**src/verilog/dss_consts.svh**
```systemverilog
/*
 constants for the dual slope conversion sequencer.
 assumes inclusion by bare name from verilog/.
*/
`ifndef DSS_CONSTS_SVH
`define DSS_CONSTS_SVH
`define DSS_PRESCALE 6'h20
`define DSS_CYCLE_LEN 7'h50
`define DSS_SI_LEN 7'h14
`define DSS_AZ_MIN 7'h13
`define DSS_AZ_MAX 7'h3b
`define DSS_RI_WIN 7'h29
`define DSS_RI_MAXCNT 7'h28
`define DSS_AZ_FIRST 7'h13
`define DSS_SW_AZ_CODE 7'h70
`endif

```
**src/verilog/dss_pkg.sv**
```systemverilog
/*
 types for the dual slope conversion sequencer.
 assumes nothing of its surroundings.
*/
package dss_pkg;
    // sequencer phases, one-hot
    typedef enum logic [2:0] {
        DSS_AZ = 3'b001,
        DSS_SI = 3'b010,
        DSS_RI = 3'b100
    } dss_phase_e;
    // analog switch controls
    typedef struct packed {
        logic inputs_open;
        logic short_to_common;
        logic az_loop_closed;
        logic connect_inputs;
        logic neg_to_common;
        logic ref_positive;
        logic ref_negative;
    } dss_sw_s;
    // display latch contents
    typedef struct packed {
        logic [6:0] value;
        logic negative;
        logic over_range;
    } dss_result_s;
endpackage

```
**src/verilog/dss_sequencer.sv**
```systemverilog
/*
 dual slope converter sequencer: prescaler, phase machine, switch
 controls, polarity capture and result latch.
 holds all the logic of the block; the package gives the carrier
 types and the constants header names every count and code.
 assumes comparator and hold are synchronous to core_clk, that the
 analog switches settle well within one count clock, and that the
 zero crossing is only meaningful while the reference is applied.
 the display side reads result_ff whenever it likes; it only moves
 one core_clk after the cycle-end tick.
*/
`timescale 1ns/1ps
`default_nettype none
`include "dss_consts.svh"
module dss_sequencer
    import dss_pkg::*;
#(
    parameter logic [5:0] PRESCALE = `DSS_PRESCALE
) (
    input wire logic core_clk,
    input wire logic rst_n,
    input wire logic cmp_positive,   // comparator: integrator above zero
    input wire logic cmp_zero_cross, // comparator: zero crossing seen
    input wire logic hold_n,         // low freezes the result latch
    output var dss_sw_s sw_ff,       // analog switch controls
    output var dss_result_s result_ff, // display latch
    output logic count_tick_ff,      // one pulse per count clock
    output logic conv_done_ff        // pulse at cycle end
);
    // state of the sequencer: one phase register, two counters that
    // run on count clock ticks, and what the current cycle learnt.
    // the whole-cycle counter alone decides when auto-zero ends, so
    // an early zero crossing stretches auto-zero and the cycle length
    // never depends on the input magnitude.
    // the phase counter restarts at every phase change; in the
    // reference phase its value at the crossing is the reading.
    dss_phase_e phase_ff, nxt_phase;   // current phase, one-hot
    logic [5:0] pre_ff, nxt_pre;       // oscillator prescaler
    logic [6:0] cyc_ff, nxt_cyc;       // counts in whole cycle
    logic [6:0] ph_ff, nxt_ph;         // counts in current phase
    logic [6:0] ri_ff, nxt_ri;         // reference count held
    logic pol_ff, nxt_pol;             // captured sign, 1 = negative
    logic ovr_ff, nxt_ovr;
    logic ri_done_ff, nxt_ri_done;     // crossing seen this cycle
    dss_sw_s nxt_sw;
    dss_result_s nxt_result;
    logic nxt_tick, nxt_done;
    logic tick;

    // prescaler and phase machine next state.
    // the prescaler wraps every PRESCALE core_clk edges and the wrap
    // is the count clock tick; nothing else in here moves between
    // ticks, so every phase length is a whole number of counts.
    // the tick is also sent out registered so the far side can pace
    // its integration on exactly the same counts.
    // cycle end is the last auto-zero count: the result of the cycle
    // that just finished goes to the latch there, and signal
    // integration of the next cycle starts on the same tick.
    // a cheaper design could drop the phase counter and derive it
    // from the cycle counter, but the reading would then need an
    // offset subtraction on the critical compare.
    always_comb begin
        nxt_pre = pre_ff + 6'h01;
        tick = 1'b0;
        if (pre_ff == PRESCALE - 6'h01) begin
            nxt_pre = 6'h00;
            tick = 1'b1;
        end
        nxt_phase = phase_ff;
        nxt_cyc = cyc_ff;
        nxt_ph = ph_ff;
        nxt_ri = ri_ff;
        nxt_pol = pol_ff;
        nxt_ovr = ovr_ff;
        nxt_ri_done = ri_done_ff;
        nxt_result = result_ff;
        nxt_done = 1'b0;
        nxt_tick = tick;
        if (tick) begin
            nxt_cyc = cyc_ff + 7'h01;
            nxt_ph = ph_ff + 7'h01;
            case (phase_ff)
                DSS_AZ: begin
                    // end of cycle: 80 counts total, phases restart
                    if (cyc_ff == `DSS_CYCLE_LEN - 7'h01) begin
                        nxt_phase = DSS_SI;
                        nxt_cyc = 7'h00;
                        nxt_ph = 7'h00;
                        nxt_ri_done = 1'b0;
                    end
                end
                DSS_SI: begin
                    if (ph_ff == `DSS_SI_LEN - 7'h01) begin
                        // comparator sign alone, no magnitude gate
                        nxt_pol = ~cmp_positive;
                        nxt_phase = DSS_RI;
                        nxt_ph = 7'h00;
                    end
                end
                DSS_RI: begin
                    // crossing comparator only looked at on ticks in this
                    // phase; outside it the crossing line is ignored.
                    // a crossing seen on count k gives reading k, so
                    // the reading spans 0..40 inside a 41 count window.
                    // the window running out means the input exceeded
                    // full scale; the reading is pinned at the top.
                    if (cmp_zero_cross && !ri_done_ff) begin
                        nxt_ri = ph_ff;
                        nxt_ovr = 1'b0;
                        nxt_ri_done = 1'b1;
                        nxt_phase = DSS_AZ;
                        nxt_ph = 7'h00;
                    end else if (ph_ff == `DSS_RI_WIN - 7'h01) begin
                        nxt_ri = `DSS_RI_MAXCNT;
                        nxt_ovr = 1'b1;
                        nxt_phase = DSS_AZ;
                        nxt_ph = 7'h00;
                    end
                end
                default: begin
                    nxt_phase = DSS_AZ;
                    nxt_ph = 7'h00;
                end
            endcase
            if (phase_ff == DSS_AZ &&
                cyc_ff == `DSS_CYCLE_LEN - 7'h01) begin
                nxt_done = 1'b1;
                if (hold_n) begin
                    nxt_result.value = ri_ff;
                    nxt_result.negative = pol_ff;
                    nxt_result.over_range = ovr_ff;
                end
            end
        end
    end

    // switch controls decoded from next phase so they track it.
    // decoding from the next state keeps the switch flops in step
    // with the phase flop, with no extra cycle of skew between the
    // phase change and the analog gates moving.
    // the reference polarity follows the sign just captured, so it
    // always drives the integrator back toward zero.
    // unknown phase codes fall back to inputs open: the safe state.
    always_comb begin
        nxt_sw = '0;
        case (nxt_phase)
            DSS_AZ: begin
                nxt_sw.inputs_open = 1'b1;
                nxt_sw.short_to_common = 1'b1;
                nxt_sw.az_loop_closed = 1'b1;
            end
            DSS_SI: begin
                nxt_sw.connect_inputs = 1'b1;
            end
            DSS_RI: begin
                nxt_sw.neg_to_common = 1'b1;
                nxt_sw.ref_positive = nxt_pol;
                nxt_sw.ref_negative = ~nxt_pol;
            end
            default: begin
                nxt_sw.inputs_open = 1'b1;
            end
        endcase
    end

    // registers; reset starts in auto-zero with prescaler and phase counter cleared.
    // the cycle counter is preset so the first auto-zero lasts the
    // minimum length; the first latched result is a zero reading.
    // switches come out of reset already in the auto-zero pattern,
    // so the integrator is shorted from the first edge on.
    // reset is synchronous: it needs one core_clk edge to take hold.
    always_ff @(posedge core_clk) begin
        if (!rst_n) begin
            phase_ff <= DSS_AZ;
            pre_ff <= 6'h00;
            cyc_ff <= `DSS_CYCLE_LEN - `DSS_AZ_FIRST;
            ph_ff <= 7'h00;
            ri_ff <= 7'h00;
            pol_ff <= 1'b0;
            ovr_ff <= 1'b0;
            ri_done_ff <= 1'b0;
            sw_ff <= dss_sw_s'(`DSS_SW_AZ_CODE);
            result_ff <= '0;
            count_tick_ff <= 1'b0;
            conv_done_ff <= 1'b0;
        end else begin
            phase_ff <= nxt_phase;
            pre_ff <= nxt_pre;
            cyc_ff <= nxt_cyc;
            ph_ff <= nxt_ph;
            ri_ff <= nxt_ri;
            pol_ff <= nxt_pol;
            ovr_ff <= nxt_ovr;
            ri_done_ff <= nxt_ri_done;
            sw_ff <= nxt_sw;
            result_ff <= nxt_result;
            count_tick_ff <= nxt_tick;
            conv_done_ff <= nxt_done;
        end
    end
endmodule
`default_nettype wire

```
**config.mk**
```make
export PLATFORM = sky130hd
export DESIGN_NAME = dss_sequencer
export DESIGN_NICKNAME = d
export VERILOG_FILES = /design/src/verilog/dss_pkg.sv /design/src/verilog/dss_sequencer.sv
export VERILOG_INCLUDE_DIRS = /design/src /design/src/verilog
export SDC_FILE = /design/constraint.sdc
export NUM_CORES = 1
export LEC_CHECK = 0
export ABC_AREA = 1
export BUFFER_PORTS_ARGS = -buffer_cell sky130_fd_sc_hd__buf_2
export CAP_MARGIN = 5
export CORE_MARGIN = 5
export CORE_UTILIZATION = 55
export DETAILED_ROUTE_END_ITERATION = 7
export GPL_TIMING_DRIVEN = 0
export PLACE_DENSITY = 0.75
export SLEW_MARGIN = 20
export SYNTH_ARGS = -nofsm -noshare
export SYNTH_HDL_FRONTEND = slang
export SYNTH_SLANG_ARGS = --single-unit
```
**constraint.sdc**
```tcl
create_clock -name core_clk -period 2.1 [get_ports core_clk]
set_input_delay 0.105 -clock core_clk [delete_from_list [all_inputs] [get_ports core_clk]]
set_output_delay 0.105 -clock core_clk [all_outputs]
set_load 0.05 [all_outputs]
```
* After elaboration in Yosys (flattened, before gate mapping)
Cells that the tools add are included.
** Word-level totals
- Register bits :: 51
- Output and inout port bits :: 18
- Word-level logic and storage cells :: 79
- Input bits :: 5
** Operators by class
- Add/subtract/negate cells :: 3
- Equality and inequality tests :: 12
- Bitwise operators :: 3
- Mux-type cells :: 29
- Reductions and logical operators :: 12
** Operators by type and width (number)
- 7-bit 2-to-1 mux :: 8
- 7-bit one-hot mux with 3 select lines :: 1
- 3-bit 2-to-1 mux :: 6
- 7-bit by 1-bit adder with 7-bit output (second input constant) :: 2
- 1-bit 2-to-1 mux :: 11
- 3-bit one-hot mux with 3 select lines :: 1
- 7-bit by 5-bit == test with 1-bit output (second input constant) :: 1
- 7-bit by 6-bit == test with 1-bit output (second input constant) :: 1
- 7-bit == test (second input constant) :: 1
- 6-bit by 1-bit adder with 6-bit output (second input constant) :: 1
- 3-bit by 1-bit == test with 1-bit output (second input constant) :: 2
- 3-bit by 2-bit == test with 1-bit output (second input constant) :: 2
- 3-bit == test (second input constant) :: 2
- 6-bit by 5-bit == test with 1-bit output (second input constant) :: 1
- 3-bit AND reduction :: 2
- 2-bit AND reduction :: 2
- 4-bit AND reduction :: 1
- 2-bit nonzero test :: 2
- 2-bit OR reduction :: 2
- 1-bit NOT :: 3
- 1-bit logical AND :: 2
- 2-bit 2-to-1 mux :: 1
- 2-bit by 1-bit inequality test with 1-bit output (second input constant) :: 1
- 2-bit inequality test (second input constant) :: 1
- 2 further kinds :: 2

* Logic depth before layout (Yosys ltp)
Gate-level depths: netlist (run 1).
- Depth after elaboration :: 8
- Gate-level depth with buffers :: 12
- Gate-level depth less buffers :: 12

* Least setup slack after synthesis (run 1)
Ideal clock, no wire load.
- Path type :: register to register
- From :: register pre_ff[0]
- To :: register result_ff[6] (netlist bit)
- Required time :: 1.983 ns
- Stages on the path, launching flop included :: 12
- Data arrival time :: 1.401 ns
- Path buffers :: 1
- Setup time :: 0.117 ns
- Path slack :: 0.582 ns
- Period minus slack after synthesis :: 1.518 ns
- Cell sequence :: dfxtp_1 -> ha_1 -> nand2_1 -> inv_2 -> nand2_4 -> nor2_8 -> inv_4 -> nor2_4 -> nand2_4 -> buf_6 -> o21ai_1 -> a21oi_1
** Between the ends
- Word-level cells in the longest chain between the ends :: 3
** RTL lines
- from (decl) :: RTL line dss_sequencer.sv:38 : logic [5:0] pre_ff, nxt_pre;
- from (signal assigned) :: RTL line dss_sequencer.sv:188 : pre_ff <= nxt_pre;
- 6-bit by 5-bit == test with 1-bit output :: RTL line dss_sequencer.sv:65 : if (pre_ff == PRESCALE - 6'h01) begin
- 1-bit 2-to-1 mux :: RTL line dss_sequencer.sv:65
- 3-bit AND reduction (no source line)
- to (signal assigned) :: RTL line dss_sequencer.sv:196 : result_ff <= nxt_result;
- to (decl) :: RTL line dss_sequencer.sv:26 : output var dss_result_s result_ff,
No other way between the ends.
A chain may end at the register's enable or synchronous reset.

* Final worst setup path (run 1)
- From :: register ph_ff[0]
- To :: register sw_ff[0] (netlist bit)
** Between the ends
- Word-level cells in the longest chain between the ends :: 7
- Elaborated cells on any way between the ends :: 13
** RTL lines
- from (decl) :: RTL line dss_sequencer.sv:40 : logic [6:0] ph_ff, nxt_ph;
- from (signal assigned) :: RTL line dss_sequencer.sv:190 : ph_ff <= nxt_ph;
- 7-bit by 6-bit == test with 1-bit output :: RTL line dss_sequencer.sv:113 : end else if (ph_ff == `DSS_RI_WIN - 7'h01) begin
- 3-bit 2-to-1 mux :: RTL line dss_sequencer.sv:113
- 3-bit 2-to-1 mux :: RTL line dss_sequencer.sv:107 : if (cmp_zero_cross && !ri_done_ff) begin
- 3-bit one-hot mux with 3 select lines :: RTL line dss_sequencer.sv:82 : case (phase_ff)
- 3-bit 2-to-1 mux :: RTL line dss_sequencer.sv:79 : if (tick) begin
- 3-bit == test :: RTL line dss_sequencer.sv:146 : case (nxt_phase)
- 2-bit AND reduction (no source line)
- to (signal assigned) :: RTL line dss_sequencer.sv:182 : sw_ff <= dss_sw_s'(`DSS_SW_AZ_CODE);
- to (signal assigned) :: RTL line dss_sequencer.sv:195 : sw_ff <= nxt_sw;
- to (decl) :: RTL line dss_sequencer.sv:25 : output var dss_sw_s sw_ff,
Several ways; a longest one is shown, not always the timed one.

==> impl_summary.md, run 1 <==
Floorplanning
The cell row count is 22. In this run the count of I/O pins placed on the die edge is 23. The die outline area is roughly 5300 um2.

The area of the core region is 3740 um2. The floorplan step set the die height to between 70 and 80 um. The initial utilization of the core area, before any placement, comes to 0.579.

The die width is 72.8 um.

Yosys
The synthesized design contains 0 enable-type register cells. The number of distinct library cells after synthesis is 33. The total number of yosys warnings is 0. Synthesis inferred 50 register bits. In the synthesized netlist the async set-or-reset flop fraction comes to 0. Synthesis produced a netlist whose cell count is between 200 and 300. Counting every net in the synthesized netlist gives about 290. Among all flip-flop cells after synthesis, the most frequent one is sky130_fd_sc_hd__dfxtp_1. In this run the mean area of a mapped cell was approximately 8 um2. The mapped netlist covers approximately 2200 um2. The sequential area share after synthesis is 0.462.

Final layout
The share of cells above drive strength 1 is 0.153. The register area is roughly 1000 um2. The repair_antennas step left the layout with diodes totalling 0. The layout overhead on the synthesized area is 12.7%. The total of fill cells in the finished design is between 300 and 400. Leaving out fill and tap cells, the most frequent cells in the layout are sky130_fd_sc_hd__dfxtp_1, sky130_fd_sc_hd__nand2_1, sky130_fd_sc_hd__inv_1, sky130_fd_sc_hd__a21oi_1, sky130_fd_sc_hd__buf_2. The commonest non-fill, non-tap cell in the layout is sky130_fd_sc_hd__dfxtp_1.

The total number of nets in the final design is 316. The multi-input combinational cells in the finished layout cover a total of around 950 um2.

Route
The first detailed-routing pass ran for 4 iterations. The detailed-route wire length per cell is 11.7 um. For this block, the routed nets add up to approximately 4200 um of wire. In the routed design, unresolved DRC markers number 0.

The count of nets left with antenna violations once routing finished came out at 0. The total vias in the final route is between 1,500 and 2,000. The ratio of routed vias to standard cells is 4.96. The starting DRC count in detailed routing is 57.

STA
The setup TNS is 0 ps. The max-slew violation count came to 0. Across all hold checks on the routed design, the worst slack comes to 132 ps. Setup violations remaining at the end of the flow were counted as 0.

The hold violation total from the final report is 0. In this run the tightest slew margin relative to its limit is 0.717. The clock period minus final worst setup slack is between 1500 and 2000 ps.

Across the routed clock network, the largest skew measured is ~4.4 ps. The period utilization is 0.824. Setup repair after global routing left no endpoint under its margin. The highest clock rate is approximately 580 MHz. The transition time of the tightest slew-check pin is approximately 430 ps.

Setup path
The dominant delay contributor by cell family on the critical path is simple AND/OR/NAND/NOR gates. Among all stages on the critical path, the largest delay is contributed by sky130_fd_sc_hd__dfxtp_1. The kind of start point of the critical path is a flip-flop. The number of buffers and inverters on the critical path is 2. The signal on the critical path passes through ha_1, inv_1, nor2_1, nand2_1, nor2_1, nand3_1, o21ai_2, inv_1, nor3_2. Along the worst path, the maximum fanout reaches 6. The kind of capture point of the worst setup path is a flip-flop. The required time at the worst-slack endpoint is 2330 ps. In this design, the stage delay of the slowest critical-path cell is approximately 420 ps. The data arrival time at the worst-slack endpoint is between 1500 and 2000 ps. The critical path in this run is classified as flip-flop to flip-flop.

CTS
TritonCTS built the clock tree. The clock tree buffer depth is 2. The cell sitting at the root of the clock tree is a sky130_fd_sc_hd__clkbuf_8. The clock edge transition at the registers on the reported setup and hold paths is roughly 90 ps. The worst-skew pair later-pin latency is 300 ps.

The number of buffers inserted to repair setup after CTS is 0. The number of gates resized after cts is 0. Clock tree synthesis inserted a total of 5 buffers. The H-tree generated during clock tree synthesis spans 2 levels.

Clock tree synthesis found a total of 50 sinks. After clock tree synthesis, the flow added hold-fix buffers numbering 0.

Global route
Across every metal layer, demand over resource in global routing totals 0.173. Entering global routing, the biggest net connects 16 pins. The aggregate global routing overflow is 0. The via count of the first global-routing pass is ~1,600. The number of antenna violations at the first check in global routing was 0. The first-pass GRT wire length is between 7000 and 8000 um.

Placement
The half-perimeter wire length after placement is about 3200 um. The count of buffers inserted at the top-level ports is 21. The congestion estimate from routability-driven global placement came to slightly above 0.8.

Run
Max-cap violations in this run came to 0.

Hold path
The min-delay analysis places its worst path in the category primary input to flip-flop.

Power
The leakage power of the design is approximately 1.1 nW. The worst ir drop on vdd is roughly 0.00039 V. Dividing total power by cell area gives a power density of 677 nW/um2.

Status
The flow ran to the end, and the final reports show no timing, DRC or antenna violations.
-- flip-flops by register name, summed over array words and instances (netlist names), 3 cells and up --
| register | cells |
|---|---|
| ph_ff | 7 |
| pre_ff | 6 |
| phase_ff | 3 |
| result_ff | 9 |
| ri_ff | 7 |
| sw_ff | 6 |
| cyc_ff | 7 |
-- cells in the mapped netlist, types with 2 or more instances --
cell type / number / area, um2
sky130_fd_sc_hd__clkbuf_1: 2 / 7.51
sky130_fd_sc_hd__a21oi_1: 26 / 130
sky130_fd_sc_hd__buf_2: 2 / 10.0
sky130_fd_sc_hd__nand3_1: 22 / 110
sky130_fd_sc_hd__o21ai_2: 2 / 17.5
sky130_fd_sc_hd__xor2_1: 7 / 61.3
sky130_fd_sc_hd__nor2_1: 21 / 78.8
sky130_fd_sc_hd__inv_1: 43 / 161
sky130_fd_sc_hd__nor3_1: 6 / 30.0
sky130_fd_sc_hd__ha_1: 4 / 50.1
sky130_fd_sc_hd__buf_6: 2 / 22.5
sky130_fd_sc_hd__nand2_4: 2 / 22.5
sky130_fd_sc_hd__nand2_1: 47 / 176
sky130_fd_sc_hd__o21ai_1: 2 / 10.0
sky130_fd_sc_hd__o21ai_0: 16 / 80.1
sky130_fd_sc_hd__nand4_1: 2 / 12.5
sky130_fd_sc_hd__o22ai_1: 6 / 37.5
sky130_fd_sc_hd__nor3_2: 3 / 30.0
sky130_fd_sc_hd__dfxtp_1: 50 / 1000
-- where the power goes --
group	internal, mW	total [mW]	switching [mW]
sequential	0.952	0.956	0.00433
clock	0.355	0.660	0.304
combinational	0.0119	0.0381	0.0262
-- tightest hold or removal path: stages --
cell and delay [ps]:
sky130_fd_sc_hd__buf_2 160, sky130_fd_sc_hd__o21ai_0 90, sky130_fd_sc_hd__a21oi_1 40
-- worst paths after layout --
| path | start | end | slack (ps) | depth (start not counted) |
|---|---|---|---|---|
| worst max-delay path | ph_ff[0] | sw_ff[0] | 370 | 9 |
| worst min register to register | result_ff[0] | result_ff[0] | 440 | 2 |
| worst min-delay path | rst_n | result_ff[8] | 130 | 3 |
| worst max register to register | ph_ff[0] | sw_ff[0] | 370 | 9 |
-- layout make-up --
| cell class | instances | area share |
|---|---|---|
| Sequential cell | 50 | 0.410 |
| Multi-Input combinational cell | 177 | 0.388 |
| Inverter | 45 | 0.0702 |
| Timing Repair Buffer | 21 | 0.0430 |
| Clock buffer | 6 | 0.0297 |
| Tap cell | 48 | 0.0246 |
| Buffer | 7 | 0.0195 |
| Clock inverter | 2 | 0.0154 |
-- routing by layer --
metal / share of wire / GRT usage / vias up
met3: 0.038 / 0.0413 / 5
met5: 0 / 0 / -
li1: - / - / 958
met1: 0.47 / 0.218 / 781
met2: 0.48 / 0.288 / 21
met4: 0.016 / 0.0615 / 0
-- logic make-up (layout without fill, tap and decap cells) --
kind of cell	after synthesis	count (layout)	synth area share
buffers and inverters	52	81	0.101
xor gates and xnor gates	8	8	0.0323
and+or+nand+nor	110	110	0.244
adders and majority gates	4	4	0.0231
DFF	50	50	0.462
AOI/OAI and AO/OA	55	55	0.138
-- metrics by stage --
stage	power [mW]	worst slack [ps]	instance area [um2]	instances	util
2_1_floorplan	1.00	582	2170	279	-
3_3_place_gp	1.02	435	2330	348	0.623
3_5_place_dp	1.02	386	2330	348	0.623
4_1_cts	1.67	360	2440	356	0.652
5_1_grt	1.72	208	2440	356	0.652
6_report	1.65	369	2440	356	0.652
Note: power is estimated with default switching activity, not from simulation.
==> run 2: changes to the inputs <==
==> constraint.sdc (replaced) <==
create_clock -name core_clk -period 1.6 [get_ports core_clk]
set_input_delay 0.08 -clock core_clk [delete_from_list [all_inputs] [get_ports core_clk]]
set_output_delay 0.08 -clock core_clk [all_outputs]
set_load 0.05 [all_outputs]
==> run 2 against run 1 <==
Effect of this change:
- sequential power increased by 31%
- global-route usage increased by 0.89 points
- die area unchanged
- count of clock-buffer cells in the layout unchanged
- clock power increased by 32%
- utilization increased by 5.9 points
- combinational power increased by 61%
- cell count increased by 3.1%
- hold slack got worse by 20 ps
- sequential cell count unchanged
- critical path depth increased by 2
- maximum frequency increased by 9.5%
- critical path type unchanged
- largest cell class is now multi-input combinational cells
==> impl_summary.md, run 2 (synthesis results as in run 1) <==
Placement
The count of buffers added on input and output ports is 21. The post-placement cell count is 348. The final weighted congestion in routability-driven placement is 0.815. The half-perimeter wire length after placement is 3240 um.

Setup path
The category of the most critical setup path is flip-flop to flip-flop. The maximum fanout along the worst path is 7. The kind of start point of the critical path is a flip-flop. The slack of the worst reg-to-reg path is around 20 ps.

STA puts the critical path data required time at roughly 1800 ps. Data on the critical path arrives at its endpoint at roughly 1800 ps. The worst setup path is captured at a flip-flop.

CTS
The number of clock sinks is 50. The clock root buffer is sky130_fd_sc_hd__clkbuf_8. In this run the deepest clock path goes through 2 buffers. The CTS tree is done. The number of buffers inserted during clock tree synthesis is 5.

The clock tree synthesis step divided the H-tree into 2 levels. The number of hold buffers added after cts is 0. Clock-pin slew was measured on the worst setup and hold paths at 90 ps.

The worst-skew pair later-pin latency is about 300 ps.

Route
The starting DRC count in detailed routing is between 100 and 150. The count of nets left with antenna violations once routing finished came out at 0. The residual DRC count is 0. The detailed-route wire length per cell is approximately 12 um.

The ratio of routed vias to standard cells is 5.04. The total vias in the final route is 1,850. Wires add up to approximately 4600 um. The pre-antenna-repair detailed-routing pass consisted of 5 iterations.

Global route
The total track usage is 0.182. The aggregate global routing overflow is 0. Entering global routing, the biggest net connects 16 pins. The first-pass GRT wire length is roughly 7400 um. The number of antenna violations at the first check in global routing is 0. The via count of the first global-routing pass came to between 1,500 and 2,000.

Final layout
The number of diodes is 0. Leaving out fill and tap cells, the most frequent cells in the layout are sky130_fd_sc_hd__dfxtp_1, sky130_fd_sc_hd__inv_1, sky130_fd_sc_hd__nand2_1, sky130_fd_sc_hd__buf_2, sky130_fd_sc_hd__a21oi_1. From synthesis to final layout, the design area changed by 22.9%. Excluding fillers, the count of instances in the completed layout stands at between 300 and 400. The flip-flop count of the largest register after layout is 9. The total of fill cells in the finished design is about 300. At the end of the flow, the number of nets in the layout was ~330. The largest register by flop count is result_ff. Of the cells placed in the final design, the portion with a size suffix greater than 1 is 0.282. Leaving out fill and tap cells, the most frequent cell in the layout is sky130_fd_sc_hd__dfxtp_1.

STA
Between clock sinks in the finished design, the worst skew comes to roughly 11 ps. After layout, the minimum clock period comes to 1580 ps. The highest clock rate is 633 MHz. The worst-case hold slack is between 100 and 150 ps. At the pin with the least slew margin, the transition time is 460 ps. Setup violations remaining at the end of the flow were counted as 0. The max-slew violation count is 0. Setup repair after global routing could not meet its margin everywhere. Headroom to the max-slew limit came out at 0.693. The hold violation total from the final report is 0.

The period utilization is 0.988.

Power
The analysis attributes to net switching a power of ~450 uW. The sequential fraction of design power is 0.573. The portion of total power attributed to combinational logic is 0.028. Of the total power, the clock network draws 0.399. The leakage power of the design is about 1.1 nW. The internal portion of total power is 1.73 mW. The switching part of the total power is 0.207. The worst ir drop on vdd is 0.000501 V. In this run the power density over the cells is roughly 820 nW/um2. The power consumption is around 2.2 mW.

Floorplanning
23 I/O pins were placed. From bottom edge to top edge, the die measures 72.8 um. In this run the horizontal extent of the chip is 72.8 um. The die outline area is 5300 um2. The initial utilization of the core area, before any placement, comes to 0.579. The cell row count is 22. The region available for standard cell placement spans ~3700 um2.

Run
Across the run, the number of max-cap violations was 0.

Status
The run finished with clean final reports.

Hold path
The worst hold path belongs to the class primary input to flip-flop.
==> run 2: final timing paths <==
check / start / endpoint / cells past startpoint
worst max-delay path: pre_ff[1] / result_ff[6] / 11
worst min-delay path: rst_n / result_ff[8] / 3
worst max register to register: pre_ff[1] / result_ff[6] / 11
worst min register to register: result_ff[0] / result_ff[0] / 2
==> run 2: cell type report <==
type / count / area [um2] / share of cell area
timing repair buffer: 31 / 185 / 0.0695
inverter: 45 / 171 / 0.0643
sequential: 50 / 1010 / 0.380
tap: 48 / 60.1 / 0.0225
multi-input combinational: 178 / 1080 / 0.404
clock buffer: 6 / 72.6 / 0.0272
buffer: 7 / 47.5 / 0.0178
clock inverter: 2 / 37.5 / 0.0141
==> run 2: metal layers <==
layer | vias to the layer above | part of all wire | GRT usage
met2 | 29 | 0.50 | 0.310
met3 | 5 | 0.042 | 0.0413
li1 | 978 | - | -
met5 | - | 0 | 0
met4 | 0 | 0.014 | 0.0615
met1 | 838 | 0.44 | 0.226
==> run 2: power groups by stage <==
stage / Combinational (mW) / Clock [mW] / Sequential, mW
finish: 0.0614 / 0.872 / 1.25
global route: 0.0717 / 0.938 / 1.26
global placement: 0.0494 / 0 / 1.28
CTS: 0.0575 / 0.886 / 1.26
detailed placement: 0.0505 / 0 / 1.28
floorplan: 0.0355 / 0 / 1.28
==> run 2: what timing repair did <==
item | 4_1_cts | 5_1_grt
setup buffers | 5 | 4
gates cloned | 2 | 0
resized for setup | 15 | 29
endpoints found under the setup margin | 17 | 40
pin swaps | 5 | 10
==> run 2: stage by stage <==
step                      worst slack (ps)  utilization  setup TNS (ps)  cell area, um2
after floorplan                       81.6            -               0            2170
after global placement               -65.5        0.623            -152            2330
after detailed placement              -114        0.623            -386            2330
after CTS                             3.11        0.678               0            2540
after global routing                 -67.9        0.712            -714            2660
final                                 19.8        0.712               0            2660
==> run 2: worst max-delay path, cell delays in order (launching register included) <==
cell                      delay, ps
sky130_fd_sc_hd__dfxtp_2        360
sky130_fd_sc_hd__ha_4           140
sky130_fd_sc_hd__nand2_2         50
sky130_fd_sc_hd__inv_2           70
sky130_fd_sc_hd__nand2_4         60
sky130_fd_sc_hd__nor2_8         180
sky130_fd_sc_hd__inv_4           70
sky130_fd_sc_hd__nor2_4         160
sky130_fd_sc_hd__nand2_4         90
sky130_fd_sc_hd__buf_6          130
sky130_fd_sc_hd__o21ai_2        100
sky130_fd_sc_hd__a21oi_1         50
==> run 3: changes to the inputs <==
--- a/config.mk
+++ b/config.mk
@@ -11,9 +11,11 @@
 export CAP_MARGIN = 5
 export CORE_MARGIN = 5
 export CORE_UTILIZATION = 55
+export CTS_CLUSTER_SIZE = 24
 export DETAILED_ROUTE_END_ITERATION = 7
 export GPL_TIMING_DRIVEN = 0
 export PLACE_DENSITY = 0.75
+export RECOVER_POWER = 100
 export SLEW_MARGIN = 20
 export SYNTH_ARGS = -nofsm -noshare
 export SYNTH_HDL_FRONTEND = slang
==> run 3 against run 2 <==
Effect of this change:
- sequential cell count did not move
- cell count did not move
- sequential share of layout area rose by 0.32 points
- total power barely moved
- clock skew barely moved
- worst setup slack improved by 4.0 ps
- maximum frequency rose by 0.26%
- count of clock-buffer cells in the layout did not move
- hold slack barely moved
- global-route usage did not move
- non-clock buffer count did not move
- cell area fell by 0.85%
- largest power group unchanged
==> impl_summary.md, run 3 (synthesis results as in run 1) <==
STA
Setup repair after global routing could not meet its margin everywhere. The hold violation total from the final report came to 0. Headroom to the max-slew limit came out at 0.601. The transition time of the tightest slew-check pin is roughly 600 ps.

The final setup violation count is 0. The max-slew violation count was 0. Based on the critical path, the design can be clocked at up to 634 MHz. The clock period minus final worst setup slack is between 1500 and 2000 ps. The worst-case hold slack is between 100 and 150 ps. The setup TNS is 0 ps. The period utilization is 0.985. The clock tree skew after final layout is ~11 ps.

Setup path
The kind of start point of the critical path is a flip-flop. The data arrival time at the worst-slack endpoint is between 1500 and 2000 ps. The launch instance of the worst register-to-register path is pre_ff[1]. The critical path is of the flip-flop to flip-flop type. The worst setup path is captured at a flip-flop.

In this run the worst setup path begins at pre_ff[1]. STA puts the critical path data required time at 1800 ps. The maximum fanout along the worst path is 7.

Floorplanning
The die outline area is approximately 5300 um2. The area of the core region is 3740 um2. In this run the vertical extent of the chip is 72.8 um. The top-level port count is 23. From left edge to right edge, the die measures between 70 and 80 um.

For this configuration, the core starts out at a cell density of 0.579. The floorplan has 22 rows.

Global route
The number of antenna violations at the first check in global routing is 0. For this run the aggregate overflow at the end of global routing stands at 0. Entering global routing, the biggest net connects 16 pins. The total track usage is 0.182. The first global-routing pass estimated ~7400 um of wire.

The via count of the first global-routing pass is ~1,700.

CTS
The clock root buffer is sky130_fd_sc_hd__clkbuf_8. The number of clock sinks is 50. The number of buffers inserted during clock tree synthesis is 5.

The clock edge transition at the registers on the reported setup and hold paths is 90 ps. The number of levels in the clock H-tree is 2. TritonCTS built the clock tree. Counting along the longest clock path gives a buffer depth of 2.

The later pin in the worst-skew pair is clocked with a latency of about 300 ps. The number of hold buffers added after cts is 0.

Status
The flow ran to the end, and the final reports show no timing, DRC or antenna violations.

Power
In this run the power density over the cells is ~830 nW/um2. The worst ir drop on vdd is between 0.0005 and 0.0006 V. The power consumption is between 2 and 2.5 mW. The leakage power of the design is 1.07 nW.

Hold path
The tightest min-delay check is of the primary input to flip-flop type. In this run the most critical hold path is launched from rst_n.

Run
Max-cap violations in this run came to 0.

Route
The count of nets left with antenna violations once routing finished came out at 0. For this block, the via count after detailed routing is roughly 1,900. The starting DRC count in detailed routing is about 120. The routed design has approximately 4600 um of wire. The ratio of routed vias to standard cells is 5.05. The number of search-and-repair iterations in the first detailed-routing pass is 4. For this run, design rule violations remaining after detail routing come to 0. The detailed-route wire length per cell is 12.5 um.

Final layout
The area growth from synthesis to layout is 21.9%. The total of fill cells in the finished design is 311. In the layout the commonest cells are sky130_fd_sc_hd__dfxtp_1, sky130_fd_sc_hd__inv_1, sky130_fd_sc_hd__nand2_1, sky130_fd_sc_hd__a21oi_1, sky130_fd_sc_hd__clkbuf_1.

In the final layout, the share of cells above drive strength 1 is 0.226. The commonest non-fill, non-tap cell in the layout is sky130_fd_sc_hd__dfxtp_1. The register with the most flip-flops in the layout has 9 of them.

The number of antenna diodes in the final layout is 0. At the end of the flow, the number of nets in the layout was approximately 330. result_ff holds more flip-flops than any other register.

Placement
The half-perimeter wire length after placement is between 3000 and 4000 um. The count of buffers inserted at the top-level ports is 21. The final weighted congestion in routability-driven placement is slightly above 0.8.
[run 3: area by class of cell]
type / count / area [um2] / share of cell area
multi-input combinational: 178 / 1080 / 0.407
sequential: 50 / 1010 / 0.384
inverter: 45 / 171 / 0.0649
timing repair buffer: 31 / 163 / 0.0616
clock buffer: 6 / 72.6 / 0.0275
tap: 48 / 60.1 / 0.0227
buffer: 7 / 47.5 / 0.0180
clock inverter: 2 / 37.5 / 0.0142
[run 3: worst max-delay path, stage by stage (launching register included)]
cell                      delay [ps]
sky130_fd_sc_hd__dfxtp_2         360
sky130_fd_sc_hd__ha_4            140
sky130_fd_sc_hd__nand2_2          50
sky130_fd_sc_hd__inv_2            70
sky130_fd_sc_hd__nand2_4          60
sky130_fd_sc_hd__nor2_8          170
sky130_fd_sc_hd__inv_4            70
sky130_fd_sc_hd__nor2_4          160
sky130_fd_sc_hd__nand2_4          90
sky130_fd_sc_hd__buf_6           130
sky130_fd_sc_hd__o21ai_2         100
sky130_fd_sc_hd__a21oi_1          50
[run 3: worst paths after layout]
kind	endpoint	cells after the start	slack, ps
worst max register to register	result_ff[6]	11	20
worst min-delay path	result_ff[8]	3	110
worst max-delay path	result_ff[6]	11	20
worst min register to register	result_ff[0]	2	440
[run 3: repair_timing]
action / 4_1_cts / 5_1_grt
setup endpoints to repair: 17 / 40
pin swaps: 5 / 10
resized for setup: 15 / 29
setup buffers: 5 / 4
gates cloned: 2 / 0
[run 3: metrics by stage]
stage,utilization,worst slack (ps),area [um2],cells
6_report,0.706,23.8,2640,367
4_1_cts,0.678,3.11,2540,363
2_1_floorplan,-,81.6,2170,279
3_5_place_dp,0.623,-114,2330,348
5_1_grt,0.706,-67.9,2640,367
3_3_place_gp,0.623,-65.5,2330,348
[run 3: where the power goes]
group / switching (mW) / internal (mW) / leakage [nW]
registers: 0.00714 / 1.25 / 0.406
logic: 0.0400 / 0.0212 / 0.611
clock network: 0.406 / 0.466 / 0.0514
[run 3: layer usage]
metal / routed length (um) / up-vias / GRT usage
li1: - / 976 / -
met1: 2030 / 839 / 0.226
met2: 2290 / 32 / 0.310
met3: 193 / 5 / 0.0413
met4: 65 / 0 / 0.0615
met5: 0 / - / 0
